--- src/rtl/ubp_defines.svh ---
// Constants for the upstream burst profile controller
`ifndef UBP_DEFINES_SVH
`define UBP_DEFINES_SVH
`define UBP_CLK_MHZ          125
`define UBP_NUM_RATES        5
`define UBP_NUM_TYPES        16
`define UBP_SUPERSTR_BITS    1024
`define UBP_PRE_LEN_MAX      1024
`define UBP_PRE_OFS_MAX      1022
`define UBP_GUARD_MIN        5
`define UBP_GUARD_MAX        255
`define UBP_FEC_T_MAX        10
`define UBP_K_MIN            16
`define UBP_K_MAX            253
`define UBP_GAP_SYMBOLS      96
`define UBP_PWR_SMALL_US     5
`define UBP_PWR_LARGE_US     10
`define UBP_FREQ_MS          100
`define UBP_PWR_SMALL_CYC    (`UBP_PWR_SMALL_US * `UBP_CLK_MHZ)
`define UBP_PWR_LARGE_CYC    (`UBP_PWR_LARGE_US * `UBP_CLK_MHZ)
`define UBP_FREQ_CYC         (`UBP_FREQ_MS * 1000 * `UBP_CLK_MHZ)
`endif

--- src/rtl/ubp_pkg.sv ---
// Types for the upstream burst profile controller
package ubp_pkg;
  typedef struct packed {
    logic        mod_16qam;
    logic        diff_enc;
    logic [10:0] pre_len;
    logic [9:0]  pre_ofs;
    logic [3:0]  fec_t;
    logic [7:0]  fec_k;
    logic [14:0] scr_seed;
    logic        scr_on;
    logic [7:0]  max_len;
    logic [7:0]  guard;
    logic        last_short;
  } ubp_profile_t;
  typedef enum logic [3:0] {
    UBP_IDLE = 4'b0001,
    UBP_WAIT = 4'b0010,
    UBP_TX   = 4'b0100,
    UBP_GAP  = 4'b1000
  } ubp_state_t;
endpackage : ubp_pkg

--- src/rtl/ubp_burst_ctrl.sv ---
// Upstream burst profile store and burst launch timing
//
// Overview of operation
// - Symbol rate index 0..4 selects 160k to 2.56M symbols per second, channel wide.
// - One 1024-bit preamble superstring is held per channel for all burst types.
// - A granted burst starts when the local minislot count equals the grant start less the ranging advance.
// - Each well-formed profile is stored while rate_sel is below 5, including 15-bit seed, scrambler enable, guard 5..255.
// - FEC strength 0..10; zero means no coding, else 2*T parity bytes.
// - With coding on, k from 16 to 253, fixed or shortened last codeword.
// - Preamble length up to 1024 bits and offset up to 1022 per burst type.
// - Maximum length zero means variable; grant length 1..255 is then used.
// - A 16-bit unsigned ranging offset in frame tick/64 units advances transmit time.
// - A negative adjustment no larger than the stored offset decreases it so bursts go later; a larger one wraps.
// - Offset is converted to whole symbols of the current rate, then taken off the grant start minislot.
// - Profiles switch back to back unless a timing-sensitive parameter changes; here every burst is followed by the 96 symbol gap.
// - Rate, offset frequency, ranging or modulation change needs a 96 symbol gap.
// - Parameters never change while a burst is being sent.
// - Channel frequency change settles within 100 ms after the gap.
// - Power change settles within 5 us for 1 dB or less, else 10 us.
`timescale 1ns/1ps
`include "ubp_defines.svh"
module ubp_burst_ctrl
  import ubp_pkg::*;
(
  input  wire logic         clk_sys,
  input  wire logic         rst,
  input  wire logic [2:0]   rate_sel,
  input  wire logic [31:0]  chan_freq,
  input  wire logic         sstr_we,
  input  wire logic [4:0]   sstr_addr,
  input  wire logic [31:0]  sstr_data,
  input  wire logic         prof_we,
  input  wire logic [3:0]   prof_type,
  input  wire ubp_profile_t prof_data,
  input  wire logic [5:0]   pwr_level,
  input  wire logic [15:0]  freq_ofs,
  input  wire logic         rng_adj_valid,
  input  wire logic [15:0]  rng_adj,
  input  wire logic         rng_set_valid,
  input  wire logic [15:0]  rng_set,
  input  wire logic         tick_sym,
  input  wire logic         mslot_tick,
  input  wire logic [15:0]  mslot_now,
  input  wire logic         grant_valid,
  input  wire logic [3:0]   grant_type,
  input  wire logic [15:0]  grant_start,
  input  wire logic [7:0]   grant_len,
  output logic              grant_ready,
  output logic              prof_err,
  output logic              burst_start,
  output logic              burst_active,
  output ubp_profile_t      cur_prof,
  output logic [7:0]        cur_len,
  output logic [2:0]        cur_rate,
  output logic [5:0]        cur_pwr,
  output logic [15:0]       cur_fofs,
  output logic [31:0]       cur_freq,
  output logic [15:0]       cur_rng,
  output logic [15:0]       rng_offset,
  output logic [31:0]       pre_word,
  output logic              reconfig_busy
);
  ubp_profile_t prof_mem [`UBP_NUM_TYPES];
  logic [31:0]  sstr_mem [`UBP_SUPERSTR_BITS/32];
  ubp_state_t   state;
  ubp_profile_t pend_prof;
  logic [7:0]   pend_len;
  logic [15:0]  pend_start;
  logic [15:0]  adv_sym;
  logic         launch;
  logic [7:0]   sym_cnt;
  logic [7:0]   len_left;
  logic [7:0]   gap_cnt;
  logic         need_gap;
  logic         need_pwr;
  logic         need_freq;
  logic [5:0]   pwr_diff;
  logic         settle_start;
  logic [23:0]  settle_count;
  logic         settle_busy;

  // Shift of tick/64 units to symbols: 2.56M is 4 units, 160k is 64 units
  function automatic logic [15:0] ubp_to_symbols(input logic [15:0] ofs,
                                                 input logic [2:0] rate);
    logic [15:0] r;
    r = 16'h0000;
    case (rate)
      3'd0:    r = ofs >> 6;
      3'd1:    r = ofs >> 5;
      3'd2:    r = ofs >> 4;
      3'd3:    r = ofs >> 3;
      default: r = ofs >> 2;
    endcase
    return r;
  endfunction : ubp_to_symbols

  function automatic logic ubp_prof_ok(input ubp_profile_t p);
    logic ok;
    ok = 1'b1;
    if (p.pre_len > 11'(`UBP_PRE_LEN_MAX)) ok = 1'b0;
    if (p.pre_ofs > 10'(`UBP_PRE_OFS_MAX)) ok = 1'b0;
    if (p.guard < 8'(`UBP_GUARD_MIN)) ok = 1'b0;
    if (p.fec_t > 4'(`UBP_FEC_T_MAX)) ok = 1'b0;
    if (p.fec_t != 4'h0 && (p.fec_k < 8'(`UBP_K_MIN) || p.fec_k > 8'(`UBP_K_MAX))) ok = 1'b0;
    return ok;
  endfunction : ubp_prof_ok

  // Profile store; malformed profiles are rejected and flagged
  always_ff @(posedge clk_sys) begin
    if (prof_we && ubp_prof_ok(prof_data) && rate_sel < 3'(`UBP_NUM_RATES)) begin
      prof_mem[prof_type] <= prof_data;
    end
  end

  always_ff @(posedge clk_sys) begin
    if (rst) begin
      prof_err <= 1'b0;
    end else if (prof_we) begin
      prof_err <= ~ubp_prof_ok(prof_data);
    end
  end

  always_ff @(posedge clk_sys) begin
    if (sstr_we) begin
      sstr_mem[sstr_addr] <= sstr_data;
    end
  end

  // Preamble word at the start offset of the active burst type
  always_ff @(posedge clk_sys) begin
    if (rst) begin
      pre_word <= 32'h0000_0000;
    end else begin
      pre_word <= sstr_mem[cur_prof.pre_ofs[9:5]];
    end
  end

  // Ranging offset, unsigned 16 bit, adjustments are two's complement
  always_ff @(posedge clk_sys) begin
    if (rst) begin
      rng_offset <= 16'h0000;
    end else if (rng_set_valid) begin
      rng_offset <= rng_set;
    end else if (rng_adj_valid) begin
      rng_offset <= rng_offset + rng_adj;
    end
  end

  // Advance uses the offset and rate the coming burst will be sent with
  assign adv_sym = ubp_to_symbols(rng_offset, rate_sel);
  assign launch  = (state == UBP_WAIT) && mslot_tick && !settle_busy &&
                   ((mslot_now == pend_start - adv_sym) ||
                    (adv_sym == 16'h0000 && mslot_now == pend_start));

  assign grant_ready = (state == UBP_IDLE) || (state == UBP_GAP && gap_cnt == 8'h00);

  // Gap needs between the last burst and the pending one
  assign pwr_diff  = (pwr_level > cur_pwr) ? pwr_level - cur_pwr : cur_pwr - pwr_level;
  assign need_gap  = (rate_sel != cur_rate) || (freq_ofs != cur_fofs) ||
                     (rng_offset != cur_rng) || (chan_freq != cur_freq) ||
                     (pwr_level != cur_pwr) ||
                     (pend_prof.mod_16qam != cur_prof.mod_16qam);
  assign need_freq = (chan_freq != cur_freq);
  assign need_pwr  = (pwr_level != cur_pwr);

  always_comb begin
    settle_count = 24'h00_0000;
    if (need_freq) begin
      settle_count = 24'(`UBP_FREQ_CYC);
    end else if (need_pwr) begin
      settle_count = (pwr_diff <= 6'd1) ? 24'(`UBP_PWR_SMALL_CYC)
                                        : 24'(`UBP_PWR_LARGE_CYC);
    end
  end
  // Settling begins when the grant is taken, so the head-end lead covers it
  assign settle_start = grant_valid && grant_ready && need_gap && !settle_busy &&
                        (settle_count != 24'h00_0000);
  assign reconfig_busy = settle_busy;

  ubp_settle_timer u_settle (
    .clk_sys (clk_sys),
    .rst     (rst),
    .start   (settle_start),
    .count   (settle_count),
    .busy    (settle_busy)
  );

  // Grant capture
  always_ff @(posedge clk_sys) begin
    if (rst) begin
      pend_prof  <= '0;
      pend_len   <= 8'h00;
      pend_start <= 16'h0000;
    end else if (grant_valid && grant_ready) begin
      pend_prof  <= prof_mem[grant_type];
      pend_len   <= (prof_mem[grant_type].max_len == 8'h00) ? grant_len
                    : prof_mem[grant_type].max_len;
      pend_start <= grant_start;
    end
  end

  // Burst sequencer
  always_ff @(posedge clk_sys) begin
    if (rst) begin
      state       <= UBP_IDLE;
      burst_start <= 1'b0;
      sym_cnt     <= 8'h00;
      len_left    <= 8'h00;
    end else begin
      burst_start <= 1'b0;
      case (state)
        UBP_IDLE: begin
          if (grant_valid) begin
            state <= UBP_WAIT;
          end
        end
        UBP_WAIT: begin
          // Launch on the minislot boundary shifted by the ranging advance
          if (launch) begin
            state       <= UBP_TX;
            burst_start <= 1'b1;
            len_left    <= pend_len;
          end
        end
        UBP_TX: begin
          if (mslot_tick) begin
            if (len_left <= 8'h01) begin
              state <= UBP_GAP;
            end
            len_left <= len_left - 8'h01;
          end
        end
        UBP_GAP: begin
          if (grant_valid && gap_cnt == 8'h00) begin
            state <= UBP_WAIT;
          end else if (gap_cnt == 8'h00) begin
            state <= UBP_IDLE;
          end
        end
        default: begin
          state <= UBP_IDLE;
        end
      endcase
      if (tick_sym) begin
        sym_cnt <= sym_cnt + 8'h01;
      end
    end
  end

  // Post-burst symbol gap, counted in symbols
  always_ff @(posedge clk_sys) begin
    if (rst) begin
      gap_cnt <= 8'h00;
    end else if (state == UBP_TX && mslot_tick && len_left <= 8'h01) begin
      gap_cnt <= 8'(`UBP_GAP_SYMBOLS);
    end else if (tick_sym && gap_cnt != 8'h00) begin
      gap_cnt <= gap_cnt - 8'h01;
    end
  end

  assign burst_active = (state == UBP_TX);

  // Profile and length latch while waiting for launch, other parameters only at burst start; none change mid-burst
  always_ff @(posedge clk_sys) begin
    if (rst) begin
      cur_prof <= '0;
      cur_len  <= 8'h00;
      cur_rate <= 3'h0;
      cur_pwr  <= 6'h00;
      cur_fofs <= 16'h0000;
      cur_freq <= 32'h0000_0000;
      cur_rng  <= 16'h0000;
    end else begin
      if (state == UBP_WAIT && gap_cnt == 8'h00) begin
        cur_prof <= pend_prof;
        cur_len  <= pend_len;
      end
      if (launch) begin
        cur_rate <= (rate_sel < 3'(`UBP_NUM_RATES)) ? rate_sel : cur_rate;
        cur_pwr  <= pwr_level;
        cur_fofs <= freq_ofs;
        cur_freq <= chan_freq;
        cur_rng  <= rng_offset;
      end
    end
  end

  a_no_change_tx: assert property (@(posedge clk_sys) disable iff (rst)
    burst_active && $past(burst_active) |-> $stable(cur_rate) && $stable(cur_pwr))
    else $error("parameter changed during burst");
  a_gap_loaded: assert property (@(posedge clk_sys) disable iff (rst)
    $fell(burst_active) |-> gap_cnt == 8'd96)
    else $error("gap not loaded");
  a_start_in_wait: assert property (@(posedge clk_sys) disable iff (rst)
    burst_start |-> $past(state) == UBP_WAIT && $past(mslot_tick))
    else $error("burst start without minislot");
  a_rng_neg_adj: assert property (@(posedge clk_sys) disable iff (rst)
    rng_adj_valid && !rng_set_valid |=> rng_offset == $past(rng_offset) + $past(rng_adj))
    else $error("ranging adjust wrong");
  a_rate_valid: assert property (@(posedge clk_sys) disable iff (rst)
    cur_rate < 3'd5)
    else $error("rate out of range");
  a_fec_range: assert property (@(posedge clk_sys) disable iff (rst)
    prof_we && prof_data.fec_t > 4'd10 |=> prof_err)
    else $error("bad fec not flagged");
  a_k_range: assert property (@(posedge clk_sys) disable iff (rst)
    prof_we && prof_data.fec_t != 4'd0 && prof_data.fec_k < 8'd16 |=> prof_err)
    else $error("bad k not flagged");
  a_no_start_busy: assert property (@(posedge clk_sys) disable iff (rst)
    burst_start |-> !$past(settle_busy))
    else $error("burst during settling");
endmodule : ubp_burst_ctrl

--- src/rtl/ubp_settle_timer.sv ---
// Settling timer for reconfiguration between bursts
`timescale 1ns/1ps
module ubp_settle_timer (
  input  wire logic        clk_sys,
  input  wire logic        rst,
  input  wire logic        start,
  input  wire logic [23:0] count,
  output logic             busy
);
  logic [23:0] remain;
  always_ff @(posedge clk_sys) begin
    if (rst) begin
      remain <= 24'h00_0000;
    end else if (start) begin
      remain <= count;
    end else if (remain != 24'h00_0000) begin
      remain <= remain - 24'h00_0001;
    end
  end
  assign busy = (remain != 24'h00_0000);
endmodule : ubp_settle_timer

--- config.mk ---
export PLATFORM = sky130hd
export DESIGN_NAME = ubp_burst_ctrl
export DESIGN_NICKNAME = d
export VERILOG_FILES = /design/src/rtl/ubp_pkg.sv /design/src/rtl/ubp_burst_ctrl.sv /design/src/rtl/ubp_settle_timer.sv
export VERILOG_INCLUDE_DIRS = /design/src /design/src/rtl
export SDC_FILE = /design/constraint.sdc
export NUM_CORES = 2
export LEC_CHECK = 0
export BUFFER_PORTS_ARGS = -buffer_cell sky130_fd_sc_hd__buf_2
export CORE_MARGIN = 2
export CORE_UTILIZATION = 40
export DETAILED_ROUTE_END_ITERATION = 10
export PLACE_DENSITY = 0.63
export SYNTH_ARGS = -nofsm -noshare
export SYNTH_HDL_FRONTEND = slang
export SYNTH_SLANG_ARGS = --single-unit
--- constraint.sdc ---
create_clock -name clk_sys -period 8.4 [get_ports clk_sys]
set_input_delay 0.42 -clock clk_sys [delete_from_list [all_inputs] [get_ports clk_sys]]
set_output_delay 0.42 -clock clk_sys [all_outputs]
set_load 0.01 [all_outputs]
==> flow_summary.html <==
<table>
<tr><th>Metric</th><th>Value</th></tr>
<tr><th colspan="2">Yosys</th></tr>
<tr><td>Synthesized Nets</td><td>5231</td></tr>
<tr><td>Distinct cells, synth</td><td>73</td></tr>
<tr><td>Part of the Yosys area used for sequential elements</td><td>0.736</td></tr>
<tr><td>Warnings, synthesis</td><td>0</td></tr>
<tr><td>Synthesis-stage register bit count</td><td>2447</td></tr>
<tr><td>Commonest cells in the netlist</td><td>sky130_fd_sc_hd__edfxtp_1 (2112), sky130_fd_sc_hd__mux4_2 (670), sky130_fd_sc_hd__nand2_1 (385)</td></tr>
<tr><td>Gate count after technology mapping</td><td>4930</td></tr>
<tr><td>Most used flip-flop cell after synthesis</td><td>sky130_fd_sc_hd__edfxtp_1</td></tr>
<tr><td>Proportion of netlist area held by the largest area contributor</td><td>0.666</td></tr>
<tr><td>Area contributors post-synth</td><td>sky130_fd_sc_hd__edfxtp_1 (67%), sky130_fd_sc_hd__mux4_2 (16%), sky130_fd_sc_hd__dfxtp_1 (7.0%)</td></tr>
<tr><td>Mean area per synthesized cell</td><td>19.3 sq um</td></tr>
<tr><td>Library cell with the highest instance count after synthesis</td><td>sky130_fd_sc_hd__edfxtp_1</td></tr>
<tr><td>Number of enable flip-flop cells after synthesis</td><td>2112</td></tr>
<tr><td>Library cell with the largest summed area after synthesis</td><td>sky130_fd_sc_hd__edfxtp_1</td></tr>
<tr><td>Synth async-reset ratio</td><td>0</td></tr>
<tr><td>Cell Area, Synth</td><td>95300 sq um</td></tr>
<tr><th colspan="2">Floorplanning</th></tr>
<tr><td>Die Y</td><td>492 microns</td></tr>
<tr><td>Width of the die</td><td>492 microns</td></tr>
<tr><td>I/O pin total</td><td>453</td></tr>
<tr><td>Placement row count</td><td>179</td></tr>
<tr><td>Die footprint</td><td>242000 sq um</td></tr>
<tr><td>Initial Utilization</td><td>0.401</td></tr>
<tr><td>Core outline area</td><td>237000 sq um</td></tr>
<tr><th colspan="2">Worst hold path</th></tr>
<tr><td>Worst hold path class</td><td>primary input to flop</td></tr>
<tr><th colspan="2">Clocking</th></tr>
<tr><td>Clock tree from TritonCTS</td><td>built</td></tr>
<tr><td>Buffer type at the clock tree root</td><td>sky130_fd_sc_hd__clkbuf_16</td></tr>
<tr><td>Number of clock sinks</td><td>2447</td></tr>
<tr><td>Worst-path clk slew</td><td>0.06 ns</td></tr>
<tr><td>Clock Latency Late Sink</td><td>0.91 ns</td></tr>
<tr><td>Number of buffers created by CTS</td><td>241</td></tr>
<tr><td># H-tree levels</td><td>4</td></tr>
<tr><td>Number of gates resized after CTS</td><td>0</td></tr>
<tr><td>Buffer depth of the longest clock path</td><td>3</td></tr>
<tr><th colspan="2">Global routing</th></tr>
<tr><td>Remaining global-route overflow</td><td>0</td></tr>
<tr><td>Via count of the first global-routing pass</td><td>51300</td></tr>
<tr><td>First-pass GRT wire length</td><td>359000 microns</td></tr>
<tr><td>Largest net degree at the start of global routing</td><td>140</td></tr>
<tr><td>Antenna violations before repair</td><td>31</td></tr>
<tr><td>Overall routing resource usage</td><td>0.202</td></tr>
<tr><th colspan="2">Place</th></tr>
<tr><td>Buffers on Ports</td><td>452</td></tr>
<tr><td>Number of placed cells counting well taps</td><td>8389</td></tr>
<tr><td>Detailed-placement wirelength estimate</td><td>136000 microns</td></tr>
<tr><td>Post-Place Cell Area</td><td>102000 sq um</td></tr>
<tr><td>Global placement routability congestion</td><td>0.848</td></tr>
<tr><th colspan="2">Timing</th></tr>
<tr><td>Total Negative Setup Slacks</td><td>0 ns</td></tr>
<tr><td>Max-slew violation count</td><td>0</td></tr>
<tr><td>Time the worst path needs with I/O delays and setup</td><td>5.24 ns</td></tr>
<tr><td>Hold Violations, Final</td><td>0</td></tr>
<tr><td>RSZ-0062 raised after global routing</td><td>no</td></tr>
<tr><td>Final period util</td><td>0.624</td></tr>
<tr><td>Final worst hold slack</td><td>0.0674 ns</td></tr>
<tr><td>Transition time at the pin with the least slew margin</td><td>1.22 ns</td></tr>
<tr><td>Max Fclk</td><td>191 MHz</td></tr>
<tr><td>Tightest slew margin relative to the limit</td><td>0.182</td></tr>
<tr><td>Clock tree skew after final layout</td><td>0.129 ns</td></tr>
<tr><td>Setup-failing EPs final</td><td>0</td></tr>
<tr><th colspan="2">Worst setup path</th></tr>
<tr><td>Number of buffers and inverters on the critical path</td><td>1</td></tr>
<tr><td>Top cell family by delay on the critical path</td><td>simple AND/OR/NAND/NOR gates</td></tr>
<tr><td>CP peak stage delay</td><td>0.73 ns</td></tr>
<tr><td>Required @ worst endpoint</td><td>9.05 ns</td></tr>
<tr><td>Data arrival at the endpoint of the critical path</td><td>5.89 ns</td></tr>
<tr><td>Highest fanout seen on the critical path</td><td>49</td></tr>
<tr><td>Setup crit end kind</td><td>flop</td></tr>
<tr><td>Slowest cell on the critical path</td><td>sky130_fd_sc_hd__a41o_4</td></tr>
<tr><td>Worst Path Class, Setup</td><td>flop to flop</td></tr>
<tr><td>Element type at the critical path start</td><td>flop</td></tr>
<tr><td>Series of cell instances along the critical path</td><td>mux4_2 -&gt; mux2_2 -&gt; ha_1 -&gt; fa_1 -&gt; nor2b_1 -&gt; o21bai_1 -&gt; a21oi_1 -&gt; nor3_1 -&gt; nor4b_1 -&gt; and4b_1 -&gt; a41o_4 -&gt; buf_4 -&gt; mux2i_1 -&gt; nor2_1</td></tr>
<tr><th colspan="2">Cells and area</th></tr>
<tr><td>Post-route insts no fill</td><td>9062</td></tr>
<tr><td>Area of all placed cells without fillers</td><td>112000 sq um</td></tr>
<tr><td>Layout area overhead</td><td>17.6%</td></tr>
<tr><td>Fraction of final layout cells sized beyond drive strength 1</td><td>0.283</td></tr>
<tr><td>Layout net count</td><td>5967</td></tr>
<tr><th colspan="2">Route</th></tr>
<tr><td>Via count</td><td>51300</td></tr>
<tr><td>Count of routing violations after the opening detailed-route iteration</td><td>4983</td></tr>
<tr><td>Count of TritonRoute iterations in the first routing pass</td><td>5</td></tr>
<tr><td>Total DRC errors in the routed layout</td><td>0</td></tr>
<tr><td>Via count normalized by instance count</td><td>5.66</td></tr>
<tr><td>Number of nets with antenna violations after routing</td><td>0</td></tr>
<tr><td>Average wire length per cell after detail routing</td><td>27.5 microns</td></tr>
<tr><td>Sum of routed wire length over all layers</td><td>250000 microns</td></tr>
<tr><th colspan="2">Flow run</th></tr>
<tr><td>Maximum Capacitance Violations</td><td>0</td></tr>
<tr><th colspan="2">Pwr</th></tr>
<tr><td>Leak pwr</td><td>36.0 nW</td></tr>
<tr><td>Pwr Density</td><td>239 nW/um^2</td></tr>
<tr><td>Max VDD drop</td><td>185 uV</td></tr>
<tr><th colspan="2">Outcome</th></tr>
<tr><td>Run status</td><td>finished, final reports clean</td></tr>
</table>
==> cells in the final DEF, fill, tap and decap left out, types with 46 or more instances in the layout <==
cell type / instances
sky130_fd_sc_hd__edfxtp_1: 2112
sky130_fd_sc_hd__mux4_2: 670
sky130_fd_sc_hd__buf_2: 447
sky130_fd_sc_hd__nand2_1: 384
sky130_fd_sc_hd__dfxtp_1: 330
sky130_fd_sc_hd__clkbuf_16: 241
sky130_fd_sc_hd__a21oi_1: 238
sky130_fd_sc_hd__dlygate4sd3_1: 201
sky130_fd_sc_hd__nor2_1: 189
sky130_fd_sc_hd__mux2i_1: 118
sky130_fd_sc_hd__buf_4: 87
sky130_fd_sc_hd__xnor2_1: 75
sky130_fd_sc_hd__clkbuf_1: 59
sky130_fd_sc_hd__inv_1: 51
sky130_fd_sc_hd__nor3_1: 50
sky130_fd_sc_hd__clkinv_2: 47
sky130_fd_sc_hd__ha_1: 46
==> routing by layer <==
metal / vias up / GRT usage / share of wire
met4: 22 / 0.0464 / 0.021
met5: - / 0 / 0.00059
li1: 21400 / - / -
met2: 2089 / 0.329 / 0.48
met1: 27400 / 0.285 / 0.42
met3: 347 / 0.0362 / 0.073
==> final timing paths <==
kind / startpoint / cells after the start / slack [ns] / end
max reg2reg: rng_offset[6]$_SDFFE_PP0P_ / 14 / 3.16 / cur_freq[29]$_SDFFE_PP0P_
max: rng_offset[6]$_SDFFE_PP0P_ / 14 / 3.16 / cur_freq[29]$_SDFFE_PP0P_
min reg2reg: pend_prof[30]$_SDFFE_PP0P_ / 2 / 0.39 / cur_prof[30]$_SDFFE_PP0P_
min: sstr_data[24] / 1 / 0.07 / sstr_mem[20][24]$_DFFE_PP_
==> worst register-to-register path: cells and delay by family (launching register included) <==
kind            cells  cell delay [ns]
simple gates        5             1.11
flops               1             0.47
fa+ha+maj           2             0.65
mux                 3             1.11
buf+inv             1             0.71
compound gates      3             1.04
==> state kept, by name, summed over array words and instances (netlist names) <==
name / count
cur_prof: 68
sstr_mem: 1024
cur_freq: 32
prof_err: 1
cur_rate: 3
pend_prof: 68
burst_start: 1
len_left: 8
pend_start: 16
u_settle.remain: 24
pre_word: 32
cur_rng: 16
rng_offset: 16
prof_mem: 1088
cur_len: 8
cur_pwr: 6
pend_len: 8
state: 4
gap_cnt: 8
cur_fofs: 16
==> stage by stage <==
stage / setup slack (ns) / util / total power, W
final: 3.16 / 0.472 / 0.0268
after global routing: 2.78 / 0.472 / 0.0277
after CTS: 3.13 / 0.472 / 0.0270
after detailed placement: 2.73 / 0.428 / 0.0159
after global placement: 2.80 / 0.428 / 0.0159
after floorplan: 1.57 / - / 0.0151
==> kinds of logic (layout without fill, tap and decap cells) <==
| group | Yosys count | after routing | share of synthesized area |
|---|---|---|---|
| AOI/OAI and AO/OA | 389 | 389 | 0.0241 |
| buffers and inverters | 304 | 1258 | 0.0128 |
| xor gates and xnor gates | 99 | 99 | 0.00910 |
| DFF | 2447 | 2447 | 0.736 |
| other | 0 | 11 | 0 |
| muxes | 791 | 791 | 0.171 |
| and+or+nand+nor | 850 | 850 | 0.0397 |
| adders and majority gates | 50 | 50 | 0.00688 |
==> timing repair <==
item / CTS / global route
hold buffers: 201 / 0
setup buffers: 0 / 0
hold endpoints to repair: 1987 / 0
==> final cells by class <==
class,instances,area (sq um)
repair buffers,746,5100
clock inverters,140,1720
inverters,51,191
flip-flops and latches,2447,70100
well taps,3167,3960
multi-input cells,2179,24300
diodes,11,27.5
fillers,19800,125000
clock buffers,321,6540
==> where the power goes <==
part	switching (W)	total, W	internal (W)	leakage, nW
clock network	0.00466	0.0111	0.00639	4.00
logic	0.00127	0.00211	0.000837	10.2
registers	0.000195	0.0136	0.0134	21.7
total	0.00613	0.0268	0.0207	36.0
(Power assumes the default switching activity.)
